===== src/hdl/refsel_pkg.sv =====
// Package: register map, field layout and reset values for the reference select control
package refsel_pkg;
    localparam int ADDR_W = 8;
    localparam int DATA_W = 8;
    localparam logic [7:0] LEVEL_SELECT_OFS = 8'h00;
    localparam logic [7:0] FORCE_ENABLE_OFS = 8'h01;
    localparam logic [7:0] LEVEL_SELECT_RST = 8'h00;
    localparam logic [7:0] FORCE_ENABLE_RST = 8'h00;
    localparam int CONV_SEL_LSB = 4;
    localparam int CONV_SEL_MSB = 6;
    localparam int COMP_SEL_LSB = 0;
    localparam int COMP_SEL_MSB = 2;
    localparam int CONV_FORCE_BIT = 1;
    localparam int COMP_FORCE_BIT = 0;
    localparam logic [7:0] LEVEL_SELECT_MASK = 8'h77;
    localparam logic [7:0] FORCE_ENABLE_MASK = 8'h03;
    // Level codes shared by both consumers
    localparam logic [2:0] LVL_0V55 = 3'h0;
    localparam logic [2:0] LVL_1V1 = 3'h1;
    localparam logic [2:0] LVL_2V5 = 3'h2;
    localparam logic [2:0] LVL_4V3 = 3'h3;
    localparam logic [2:0] LVL_1V5 = 3'h4;
    localparam logic [2:0] LVL_SUPPLY = 3'h7;

    typedef struct packed {
        logic [ADDR_W-1:0] addr;
        logic [DATA_W-1:0] wdata;
        logic wr;
        logic rd;
    } reg_req_t;

    typedef struct packed {
        logic buffer_on;
        logic bandgap_on;
        logic [2:0] level;
        logic level_valid;
    } ref_ctrl_t;
endpackage


===== src/hdl/ref_channel.sv =====
// One reference consumer: enable combine and level code decode
`timescale 1ns/1ps
module ref_channel
    import refsel_pkg::*;
#(
    parameter bit SUPPLY_ALLOWED = 1'b0
) (
    input wire logic [2:0] level_sel, // Programmed level code
    input wire logic force_on, // Software force-enable bit
    input wire logic request, // Consumer peripheral request
    output ref_ctrl_t ctrl // Buffer enable and level to analog
);
    logic code_ok;

    always_comb begin
        unique case (level_sel)
            LVL_0V55, LVL_1V1, LVL_2V5, LVL_4V3, LVL_1V5: code_ok = 1'b1;
            LVL_SUPPLY: code_ok = SUPPLY_ALLOWED;
            default: code_ok = 1'b0;
        endcase
    end

    always_comb begin
        ctrl.buffer_on = force_on | request;
        ctrl.bandgap_on = force_on | request;
        ctrl.level = level_sel;
        ctrl.level_valid = code_ok;
    end
endmodule


===== src/hdl/reference_select_enable_control.sv =====
// Reference level select and buffer enable control with register port
`timescale 1ns/1ps
// Function
// - Converter level field bits 6:4, codes 0..4 map to levels, rest reserved.
// - Comparator level field bits 2:0, same codes, 7 selects analog supply.
// - A requesting peripheral turns on its buffer and the bandgap automatically.
// - Converter force bit 1 keeps converter reference on without request.
// - Comparator force bit 0 keeps comparator DAC reference on regardless.
// - With force cleared, enable follows the peripheral request only.
module reference_select_enable_control
    import refsel_pkg::*;
(
    input wire logic clk, // 20 MHz bus clock
    input wire logic rst_n, // Async reset, active low
    input wire logic [ADDR_W-1:0] addr, // Register address
    input wire logic [DATA_W-1:0] wdata, // Write data
    input wire logic wr, // Write strobe
    input wire logic rd, // Read strobe
    output logic [DATA_W-1:0] rdata, // Read data, cycle after rd
    input wire logic converter_request, // Converter wants its reference
    input wire logic comparator_request, // Comparator wants its reference
    output ref_ctrl_t converter_ref, // Converter buffer control
    output ref_ctrl_t comparator_ref, // Comparator buffer control
    output logic bandgap_on // Shared bandgap enable
);
    reg_req_t req;
    logic [7:0] level_q, level_d;
    logic [7:0] force_q, force_d;
    logic [7:0] rdata_q, rdata_d;

    assign req = '{addr: addr, wdata: wdata, wr: wr, rd: rd};

    always_comb begin
        level_d = level_q;
        force_d = force_q;
        if (req.wr && req.addr == LEVEL_SELECT_OFS) begin
            level_d = req.wdata & LEVEL_SELECT_MASK;
        end
        if (req.wr && req.addr == FORCE_ENABLE_OFS) begin
            force_d = req.wdata & FORCE_ENABLE_MASK;
        end
    end

    // Unmapped addresses read as zero; reserved bits read as zero
    always_comb begin
        rdata_d = 8'h00;
        if (req.rd) begin
            if (req.addr == LEVEL_SELECT_OFS) begin
                rdata_d = level_q;
            end else if (req.addr == FORCE_ENABLE_OFS) begin
                rdata_d = force_q;
            end
        end
    end

    always_ff @(posedge clk or negedge rst_n) begin
        if (!rst_n) begin
            level_q <= LEVEL_SELECT_RST;
            force_q <= FORCE_ENABLE_RST;
            rdata_q <= 8'h00;
        end else begin
            level_q <= level_d;
            force_q <= force_d;
            rdata_q <= rdata_d;
        end
    end

    assign rdata = rdata_q;

    // Request comes from logic on this clock, so no synchroniser; enable is
    // combinational so the buffer starts the same cycle the consumer asks.
    // Index 0 is the converter, index 1 the comparator
    logic [2:0] chan_sel [2];
    logic [1:0] chan_force;
    logic [1:0] chan_req;
    ref_ctrl_t chan_ref [2];

    assign chan_sel[0] = level_q[CONV_SEL_MSB:CONV_SEL_LSB];
    assign chan_sel[1] = level_q[COMP_SEL_MSB:COMP_SEL_LSB];
    assign chan_force = {force_q[COMP_FORCE_BIT], force_q[CONV_FORCE_BIT]};
    assign chan_req = {comparator_request, converter_request};

    // Only the comparator may take the analog supply as its level
    for (genvar ch = 0; ch < 2; ch++) begin : g_chan
        ref_channel #(.SUPPLY_ALLOWED((ch == 1) ? 1'b1 : 1'b0)) u_chan (
            .level_sel(chan_sel[ch]),
            .force_on(chan_force[ch]),
            .request(chan_req[ch]),
            .ctrl(chan_ref[ch])
        );
    end

    assign converter_ref = chan_ref[0];
    assign comparator_ref = chan_ref[1];

    assign bandgap_on = converter_ref.bandgap_on | comparator_ref.bandgap_on;

    property p_conv_enable;
        @(posedge clk) disable iff (!rst_n)
        converter_ref.buffer_on == (force_q[CONV_FORCE_BIT] | converter_request);
    endproperty
    a_conv_enable: assert property (p_conv_enable) else $error("converter enable wrong");

    property p_comp_enable;
        @(posedge clk) disable iff (!rst_n)
        comparator_ref.buffer_on == (force_q[COMP_FORCE_BIT] | comparator_request);
    endproperty
    a_comp_enable: assert property (p_comp_enable) else $error("comparator enable wrong");

    property p_auto_follow;
        @(posedge clk) disable iff (!rst_n)
        (!force_q[CONV_FORCE_BIT] && !converter_request) |-> !converter_ref.buffer_on;
    endproperty
    a_auto_follow: assert property (p_auto_follow) else $error("converter on unrequested");

    property p_bandgap;
        @(posedge clk) disable iff (!rst_n)
        (converter_request || comparator_request) |-> bandgap_on;
    endproperty
    a_bandgap: assert property (p_bandgap) else $error("bandgap off on request");

    property p_force_write;
        @(posedge clk) disable iff (!rst_n)
        (wr && addr == FORCE_ENABLE_OFS && wdata[CONV_FORCE_BIT])
            |=> converter_ref.buffer_on;
    endproperty
    a_force_write: assert property (p_force_write) else $error("force write ignored");

    property p_conv_valid;
        @(posedge clk) disable iff (!rst_n)
        (level_q[CONV_SEL_MSB:CONV_SEL_LSB] > LVL_1V5) |-> !converter_ref.level_valid;
    endproperty
    a_conv_valid: assert property (p_conv_valid) else $error("reserved converter code valid");

    property p_comp_supply;
        @(posedge clk) disable iff (!rst_n)
        (level_q[COMP_SEL_MSB:COMP_SEL_LSB] == LVL_SUPPLY) |-> comparator_ref.level_valid;
    endproperty
    a_comp_supply: assert property (p_comp_supply) else $error("supply code not valid");

    property p_level_read;
        @(posedge clk) disable iff (!rst_n)
        (rd && addr == LEVEL_SELECT_OFS) |=> rdata == $past(level_q);
    endproperty
    a_level_read: assert property (p_level_read) else $error("level readback wrong");

    property p_comp_follow;
        @(posedge clk) disable iff (!rst_n)
        (!force_q[COMP_FORCE_BIT] && !comparator_request) |-> !comparator_ref.buffer_on;
    endproperty
    a_comp_follow: assert property (p_comp_follow)
        else $error("comparator on unrequested");

    property p_conv_request_on;
        @(posedge clk) disable iff (!rst_n)
        converter_request |-> (converter_ref.buffer_on && bandgap_on);
    endproperty
    a_conv_request_on: assert property (p_conv_request_on)
        else $error("converter request not served");

    property p_comp_request_on;
        @(posedge clk) disable iff (!rst_n)
        comparator_request |-> (comparator_ref.buffer_on && bandgap_on);
    endproperty
    a_comp_request_on: assert property (p_comp_request_on)
        else $error("comparator request not served");

    property p_bandgap_idle;
        @(posedge clk) disable iff (!rst_n)
        (!force_q[CONV_FORCE_BIT] && !force_q[COMP_FORCE_BIT]
            && !converter_request && !comparator_request) |-> !bandgap_on;
    endproperty
    a_bandgap_idle: assert property (p_bandgap_idle)
        else $error("bandgap on while idle");

    property p_comp_force_write;
        @(posedge clk) disable iff (!rst_n)
        (wr && addr == FORCE_ENABLE_OFS && wdata[COMP_FORCE_BIT])
            |=> comparator_ref.buffer_on;
    endproperty
    a_comp_force_write: assert property (p_comp_force_write)
        else $error("comparator force write ignored");

    property p_conv_level_write;
        @(posedge clk) disable iff (!rst_n)
        (wr && addr == LEVEL_SELECT_OFS)
            |=> converter_ref.level == $past(wdata[CONV_SEL_MSB:CONV_SEL_LSB]);
    endproperty
    a_conv_level_write: assert property (p_conv_level_write)
        else $error("converter level write lost");

    property p_comp_level_write;
        @(posedge clk) disable iff (!rst_n)
        (wr && addr == LEVEL_SELECT_OFS)
            |=> comparator_ref.level == $past(wdata[COMP_SEL_MSB:COMP_SEL_LSB]);
    endproperty
    a_comp_level_write: assert property (p_comp_level_write)
        else $error("comparator level write lost");

    property p_force_read;
        @(posedge clk) disable iff (!rst_n)
        (rd && addr == FORCE_ENABLE_OFS) |=> rdata == $past(force_q);
    endproperty
    a_force_read: assert property (p_force_read)
        else $error("force readback wrong");

    property p_rdata_idle;
        @(posedge clk) disable iff (!rst_n)
        !rd |=> rdata == 8'h00;
    endproperty
    a_rdata_idle: assert property (p_rdata_idle)
        else $error("read data not cleared");

    property p_level_reserved;
        @(posedge clk) disable iff (!rst_n)
        (level_q & ~LEVEL_SELECT_MASK) == 8'h00;
    endproperty
    a_level_reserved: assert property (p_level_reserved)
        else $error("reserved level bit stored");

    property p_force_reserved;
        @(posedge clk) disable iff (!rst_n)
        (force_q & ~FORCE_ENABLE_MASK) == 8'h00;
    endproperty
    a_force_reserved: assert property (p_force_reserved)
        else $error("reserved force bit stored");

    property p_comp_reserved;
        @(posedge clk) disable iff (!rst_n)
        (level_q[COMP_SEL_MSB:COMP_SEL_LSB] > LVL_1V5
            && level_q[COMP_SEL_MSB:COMP_SEL_LSB] != LVL_SUPPLY) |-> !comparator_ref.level_valid;
    endproperty
    a_comp_reserved: assert property (p_comp_reserved)
        else $error("reserved comparator code valid");

    property p_conv_valid_code;
        @(posedge clk) disable iff (!rst_n)
        (level_q[CONV_SEL_MSB:CONV_SEL_LSB] <= LVL_1V5) |-> converter_ref.level_valid;
    endproperty
    a_conv_valid_code: assert property (p_conv_valid_code)
        else $error("converter level code refused");

    property p_comp_valid_code;
        @(posedge clk) disable iff (!rst_n)
        (level_q[COMP_SEL_MSB:COMP_SEL_LSB] <= LVL_1V5) |-> comparator_ref.level_valid;
    endproperty
    a_comp_valid_code: assert property (p_comp_valid_code)
        else $error("comparator level code refused");
endmodule


===== config.mk =====
export PLATFORM = sky130hd
export DESIGN_NAME = reference_select_enable_control
export DESIGN_NICKNAME = d
export VERILOG_FILES = /design/src/hdl/refsel_pkg.sv /design/src/hdl/ref_channel.sv /design/src/hdl/reference_select_enable_control.sv
export SDC_FILE = /design/constraint.sdc
export NUM_CORES = 1
export LEC_CHECK = 0
export BUFFER_PORTS_ARGS = -buffer_cell sky130_fd_sc_hd__buf_2
export CAP_MARGIN = 20
export CORE_ASPECT_RATIO = 0.75
export CORE_MARGIN = 4
export CORE_UTILIZATION = 36
export DETAILED_ROUTE_END_ITERATION = 8
export PLACE_DENSITY = 0.73
export SLEW_MARGIN = 30
export SYNTH_ARGS = -nofsm -noshare
export SYNTH_HDL_FRONTEND = slang
export SYNTH_SLANG_ARGS = --single-unit

===== constraint.sdc =====
create_clock -name clk -period 1.1 [get_ports clk]
set_clock_uncertainty 0.2 [all_clocks]
set_input_delay 0.055 -clock clk [delete_from_list [all_inputs] [get_ports clk]]
set_output_delay 0.055 -clock clk [all_outputs]
set_load 0.03 [all_outputs]

-- Word-level counts from Yosys, hierarchy flattened
Cells that the tools add are included.
- flip-flop bits (word level): 16
- bits in latches: 0
- RAM bits: 0
- memory bits (read-only): 0
- input port bits: 22
- output and inout port bits: 21
- word-level logic and storage cells: 28
- memories kept: 0
- add/subtract/negate cells: 0
- $mul: 0
- div/mod/pow operators: 0
- $lt $le $gt $ge: 0
- equality and inequality tests: 10
- shift operators: 0
- mux-type cells: 5
- bitwise gates (word level): 3
- reductions and logical operators: 7
- operators with widths (kind ; count):
    $eq 3x2->1 const B ; 4
    $eq 3x3->1 const B ; 3
    $eq 8x1->1 const B ; 1
    $logic_not 8->1 ; 1
    $mux 8 ; 1
    $mux 7 ; 1
    $eq 3x1->1 const B ; 2
    $logic_not 3->1 ; 2
    $reduce_or 6->1 ; 1
    $reduce_or 5->1 ; 1
    $or 1x1->1 ; 3
    $logic_and 1x1->1 ; 2
    $mux 1 ; 2
    $mux 2 ; 1

-- Depth between registers and ports, before layout
- depth in word-level cells: 4
- depth in mapped cells: 3
- mapped depth without buffers: 3

-- By module
Synthesis repeated with hierarchy kept, for this count alone.
- cells, all modules: 56
- area, all modules: 713.2 sq um
- modules (own cells, without submodules) (module ; instances ; cells an instance ; area each (sq um) ; seq. area each (sq um)):
    reference_select_enable_control ; 1 ; 41 ; 608.1 ; 350.3
    ref_channel at g_chan[1].u_chan ; 1 ; 8 ; 56.3 ; 0.0
    ref_channel at g_chan[0].u_chan ; 1 ; 7 ; 48.8 ; 0.0

-- Worst setup path after synthesis
OpenSTA, ideal clock, no wires.
- kind: register to output
- start point: register force_q[1]
- end point: output bandgap_on
- arrival time: 1.155 ns
- data required time: 0.845 ns
- setup slack: -0.310 ns
- stages on the path, launching flop included: 3
- buffers on the path: 0
- cell sequence: dfrtp_1 -> or2_2 -> or2_2
- RTL lines (element ; RTL line ; text):
    start, declared ; reference_select_enable_control.sv:28 ; logic [7:0] force_q, force_d;
    start signal, assigned ; reference_select_enable_control.sv:63 ; force_q <= force_d;
    end, declared ; reference_select_enable_control.sv:24 ; output logic bandgap_on

-- Worst setup path after layout
- start point: register force_q[0]
- end point: output bandgap_on
- longest elaborated chain between the ends: 2
- ends and longest elaborated chain (element ; RTL line ; text):
    $or 1x1->1 ; ref_channel.sv:25 ; ctrl.bandgap_on = force_on | request;
    $or 1x1->1 ; reference_select_enable_control.sv:96 ; assign bandgap_on = converter_ref.bandgap_on | comparator_ref.bandgap_on;
Every way passes these cells.

==> impl_metrics.sql <==
INSERT INTO impl_metrics (metric_group, metric, value, unit) VALUES
('outcome', 'status', 'complete, but fails checks', ''),
('outcome', 'failed_checks', 'hold timing, setup timing', ''),
('logic_synthesis', 'synthesis.area', '655.6', 'sq um'),
('placed_design', 'hpwlAfterDp', '1.136', 'mm'),
('logic_synthesis', 'synth.most_common_cell', 'sky130_fd_sc_hd__dfrtp_1', ''),
('logic_synthesis', 'dominantRegCellSynth', 'sky130_fd_sc_hd__dfrtp_1', ''),
('worst_setup_path', 'cp.depth', '3', ''),
('drt', 'drc', '0', ''),
('timing', 'postLayoutSetupSlackWorst', '-449.0', 'ps'),
('global_route', 'total_gr_overflow', '0', ''),
('timing', 'hold_violations', '14', ''),
('pwr', 'power_density', '990.3', 'nW/um^2'),
('placed_design', 'dp.cells', '108', ''),
('finish', 'post_layout_nonfiller_instances', '128', ''),
('drt', 'drtPass1Iterations', '3', ''),
('finish', 'num-nets-final', '129', ''),
('placed_design', 'port-buffer-count', '38', ''),
('finish', 'multi_input_comb_area', '290.3', 'sq um'),
('worst_hold_path', 'worst_hold_class', 'input pin to asynchronous set/reset pin', ''),
('worst_setup_path', 'r2r_path_start', 'level_q[0]$_DFFE_PN0P_', ''),
('pwr', 'switchingPower', '0.3259', 'mW'),
('die', 'dieArea', '2575', 'sq um'),
('cts', 'hold_buffers', '9', ''),
('logic_synthesis', 'synth-edff-count', '0', ''),
('timing', 'worst_hold_slack', '-11.79', 'ps'),
('finish', 'insertedDiodeCount', '0', ''),
('global_route', 'grt_antenna_before_repair', '0', ''),
('drt', 'ant_nets', '0', ''),
('drt', 'avgViaCountPerCell', '4.672', ''),
('logic_synthesis', 'postSynthAreaPerCell', '13.38', 'sq um'),
('pwr', 'power.share.clock', '0.320', ''),
('worst_setup_path', 'cp-end-kind', 'primary output', ''),
('logic_synthesis', 'synth_top_cell_area_share', '0.5344', ''),
('worst_setup_path', 'timing.critical_path.slowest_cell_delay', '400', 'ps'),
('cts', 'cts.path.max_buffers', '2', ''),
('finish', 'regArea', '354.1', 'sq um'),
('timing', 'period_minus_slack', '1549', 'ps'),
('drt', 'wl_per_cell', '16.05', 'um'),
('logic_synthesis', 'synth.ff_latch_count', '14', ''),
('pwr', 'cell_internal_pwr', '0.8798', 'mW'),
('drt', 'postRouteWirelength', '2.054', 'mm'),
('worst_setup_path', 'worst-path-max-fanout', '2', ''),
('finish', 'fillerInstances', '106', ''),
('worst_setup_path', 'arrival', '1290', 'ps'),
('global_route', 'grt_usage', '0.1530', ''),
('worst_setup_path', 'path_delay_family', 'simple AND/OR/NAND/NOR gates', ''),
('finish', 'drive_above_1_share', '0.6792', ''),
('cts', 'root_buffer', 'sky130_fd_sc_hd__clkbuf_4', ''),
('cts', 'htreeDepth', '1', ''),
('worst_setup_path', 'setup.worst_path.start', 'force_q[0]$_DFFE_PN0P_', ''),
('worst_setup_path', 'crit_required', '840', 'ps'),
('pwr', 'post-layout-total-power', '1.206', 'mW'),
('logic_synthesis', 'async_reset_ff_frac', '1.000', ''),
('timing', 'setup_repair_after_global_routing_missed_its_margin', 'true', ''),
('worst_setup_path', 'cp_num_buf_inv', '1', ''),
('worst_setup_path', 'critical_path.endpoint', 'bandgap_on', ''),
('timing', 'highest_attainable_clock_frequency', '0.6456', 'GHz'),
('finish', 'areaGrowthSynthToFinish', '85.69', '%'),
('worst_setup_path', 'critPathLaunchType', 'flop', ''),
('cts', 'tritoncts_clock_tree', 'done', ''),
('logic_synthesis', 'yosysWarnings', '0', ''),
('logic_synthesis', 'synth_top_cells_by_count', 'sky130_fd_sc_hd__dfrtp_1 (14), sky130_fd_sc_hd__mux2_2 (8), sky130_fd_sc_hd__buf_4 (6), sky130_fd_sc_hd__and2_1 (4), sky130_fd_sc_hd__or2_2 (3)', ''),
('cts', 'cts.sink_count', '14', ''),
('die', 'chipHeight', '44.96', 'um'),
('die', 'start_util', '0.3803', ''),
('timing', 'report.final.setup_viol', '19', ''),
('worst_setup_path', 'crit_chain', 'or2_4 -> or2_4 -> buf_6', ''),
('worst_setup_path', 'reg2reg_slack', '-60', 'ps'),
('timing', 'final.period_utilization', '1.408', ''),
('placed_design', 'place.gp.congestion', '0.7026', ''),
('pwr', 'power_switching_share', '0.2703', '');
[worst min path at each step]
stage                        endpoint  slack (ps)  cells after the start
2_1_floorplan  force_q[0]$_DFFE_PN0P_        -440                      0
3_3_place_gp       rdata[4]$_DFF_PN0_        -240                      1
3_5_place_dp       rdata[4]$_DFF_PN0_        -240                      1
4_1_cts            rdata[0]$_DFF_PN0_         -90                      4
5_1_grt            rdata[0]$_DFF_PN0_          20                      5
6_report           rdata[4]$_DFF_PN0_         -10                      2
[cells by family (layout without fill, tap and decap cells)]
| family | Yosys count | after routing | share of synthesized area |
|---|---|---|---|
| other | 1 | 2 | 0.005720 |
| xor gates and xnor gates | 1 | 1 | 0.01336 |
| and+or+nand+nor | 16 | 16 | 0.2023 |
| AOI/OAI and AO/OA | 1 | 1 | 0.007626 |
| muxes | 10 | 10 | 0.1679 |
| buffers and inverters | 6 | 62 | 0.06870 |
| DFF | 14 | 14 | 0.5344 |
[timing repair]
action                     CTS  global route
setup endpoints to repair   15            27
gates resized for setup     30            26
hold endpoints to repair    24            14
buffers inserted             4             7
pin swaps                    7             3
[worst register-to-register path, cell delays in order, from the launching register on]
cell and delay, ps:
sky130_fd_sc_hd__dfrtp_2 430, sky130_fd_sc_hd__buf_6 120, sky130_fd_sc_hd__buf_4 120, sky130_fd_sc_hd__mux2i_1 130
sky130_fd_sc_hd__nor2_1 60
[stage by stage]
| step | TNS, ps | hold slack, ps | instance area (sq um) | utilization | setup slack, ps |
|---|---|---|---|---|---|
| floorplan | -873.3 | -440.6 | 674.4 | - | -100.7 |
| global placement | -3031 | -243.3 | 873.3 | 0.5065 | -286.2 |
| detailed placement | -3200 | -239.2 | 873.3 | 0.5065 | -295.6 |
| CTS | -2652 | -87.45 | 1122 | 0.6509 | -443.1 |
| global route | -3769 | 16.71 | 1217 | 0.7061 | -473.2 |
| finish | -2941 | -11.79 | 1217 | 0.7061 | -449.0 |
[layout make-up]
cell class | count | area share
Timing Repair Buffer | 58 | 0.4183
Clock buffer | 4 | 0.02980
Sequential cell | 14 | 0.2909
Multi-Input combinational cell | 30 | 0.2384
Tap cell | 22 | 0.02261
[layer usage]
metal | track usage | vias to the layer above | part of all wire
met5 | 0 | - | 0
met4 | 0.09722 | 0 | 0.022
met3 | 0.04857 | 4 | 0.073
met2 | 0.2574 | 25 | 0.50
met1 | 0.1715 | 297 | 0.40
li1 | - | 272 | -
[power by group through the flow]
stage / Sequential, mW / Combinational [mW] / Clock [mW]
after global routing: 0.546 / 0.292 / 0.410
after global placement: 0.551 / 0.176 / 0
after detailed placement: 0.551 / 0.180 / 0
after floorplan: 0.571 / 0.0859 / 0
after CTS: 0.543 / 0.248 / 0.372
final: 0.544 / 0.277 / 0.386
[sequential cells by signal (all words and copies together), names as in the netlist]
signal	cells
level_q	6
rdata	6
force_q	2
[cells in the final DEF (no fill, tap or decap), types with 2 or more instances in the layout]
cell / n
sky130_fd_sc_hd__dfrtp_1: 11
sky130_fd_sc_hd__buf_4: 6
sky130_fd_sc_hd__buf_2: 18
sky130_fd_sc_hd__conb_1: 2
sky130_fd_sc_hd__mux2_4: 4
sky130_fd_sc_hd__dfrtp_2: 3
sky130_fd_sc_hd__mux2i_1: 2
sky130_fd_sc_hd__or2_4: 3
sky130_fd_sc_hd__nor2_1: 2
sky130_fd_sc_hd__mux2_2: 4
sky130_fd_sc_hd__dlygate4sd3_1: 8
sky130_fd_sc_hd__and2_1: 4
sky130_fd_sc_hd__buf_6: 25
sky130_fd_sc_hd__clkbuf_4: 3
Power figures use the tool's default switching activity.
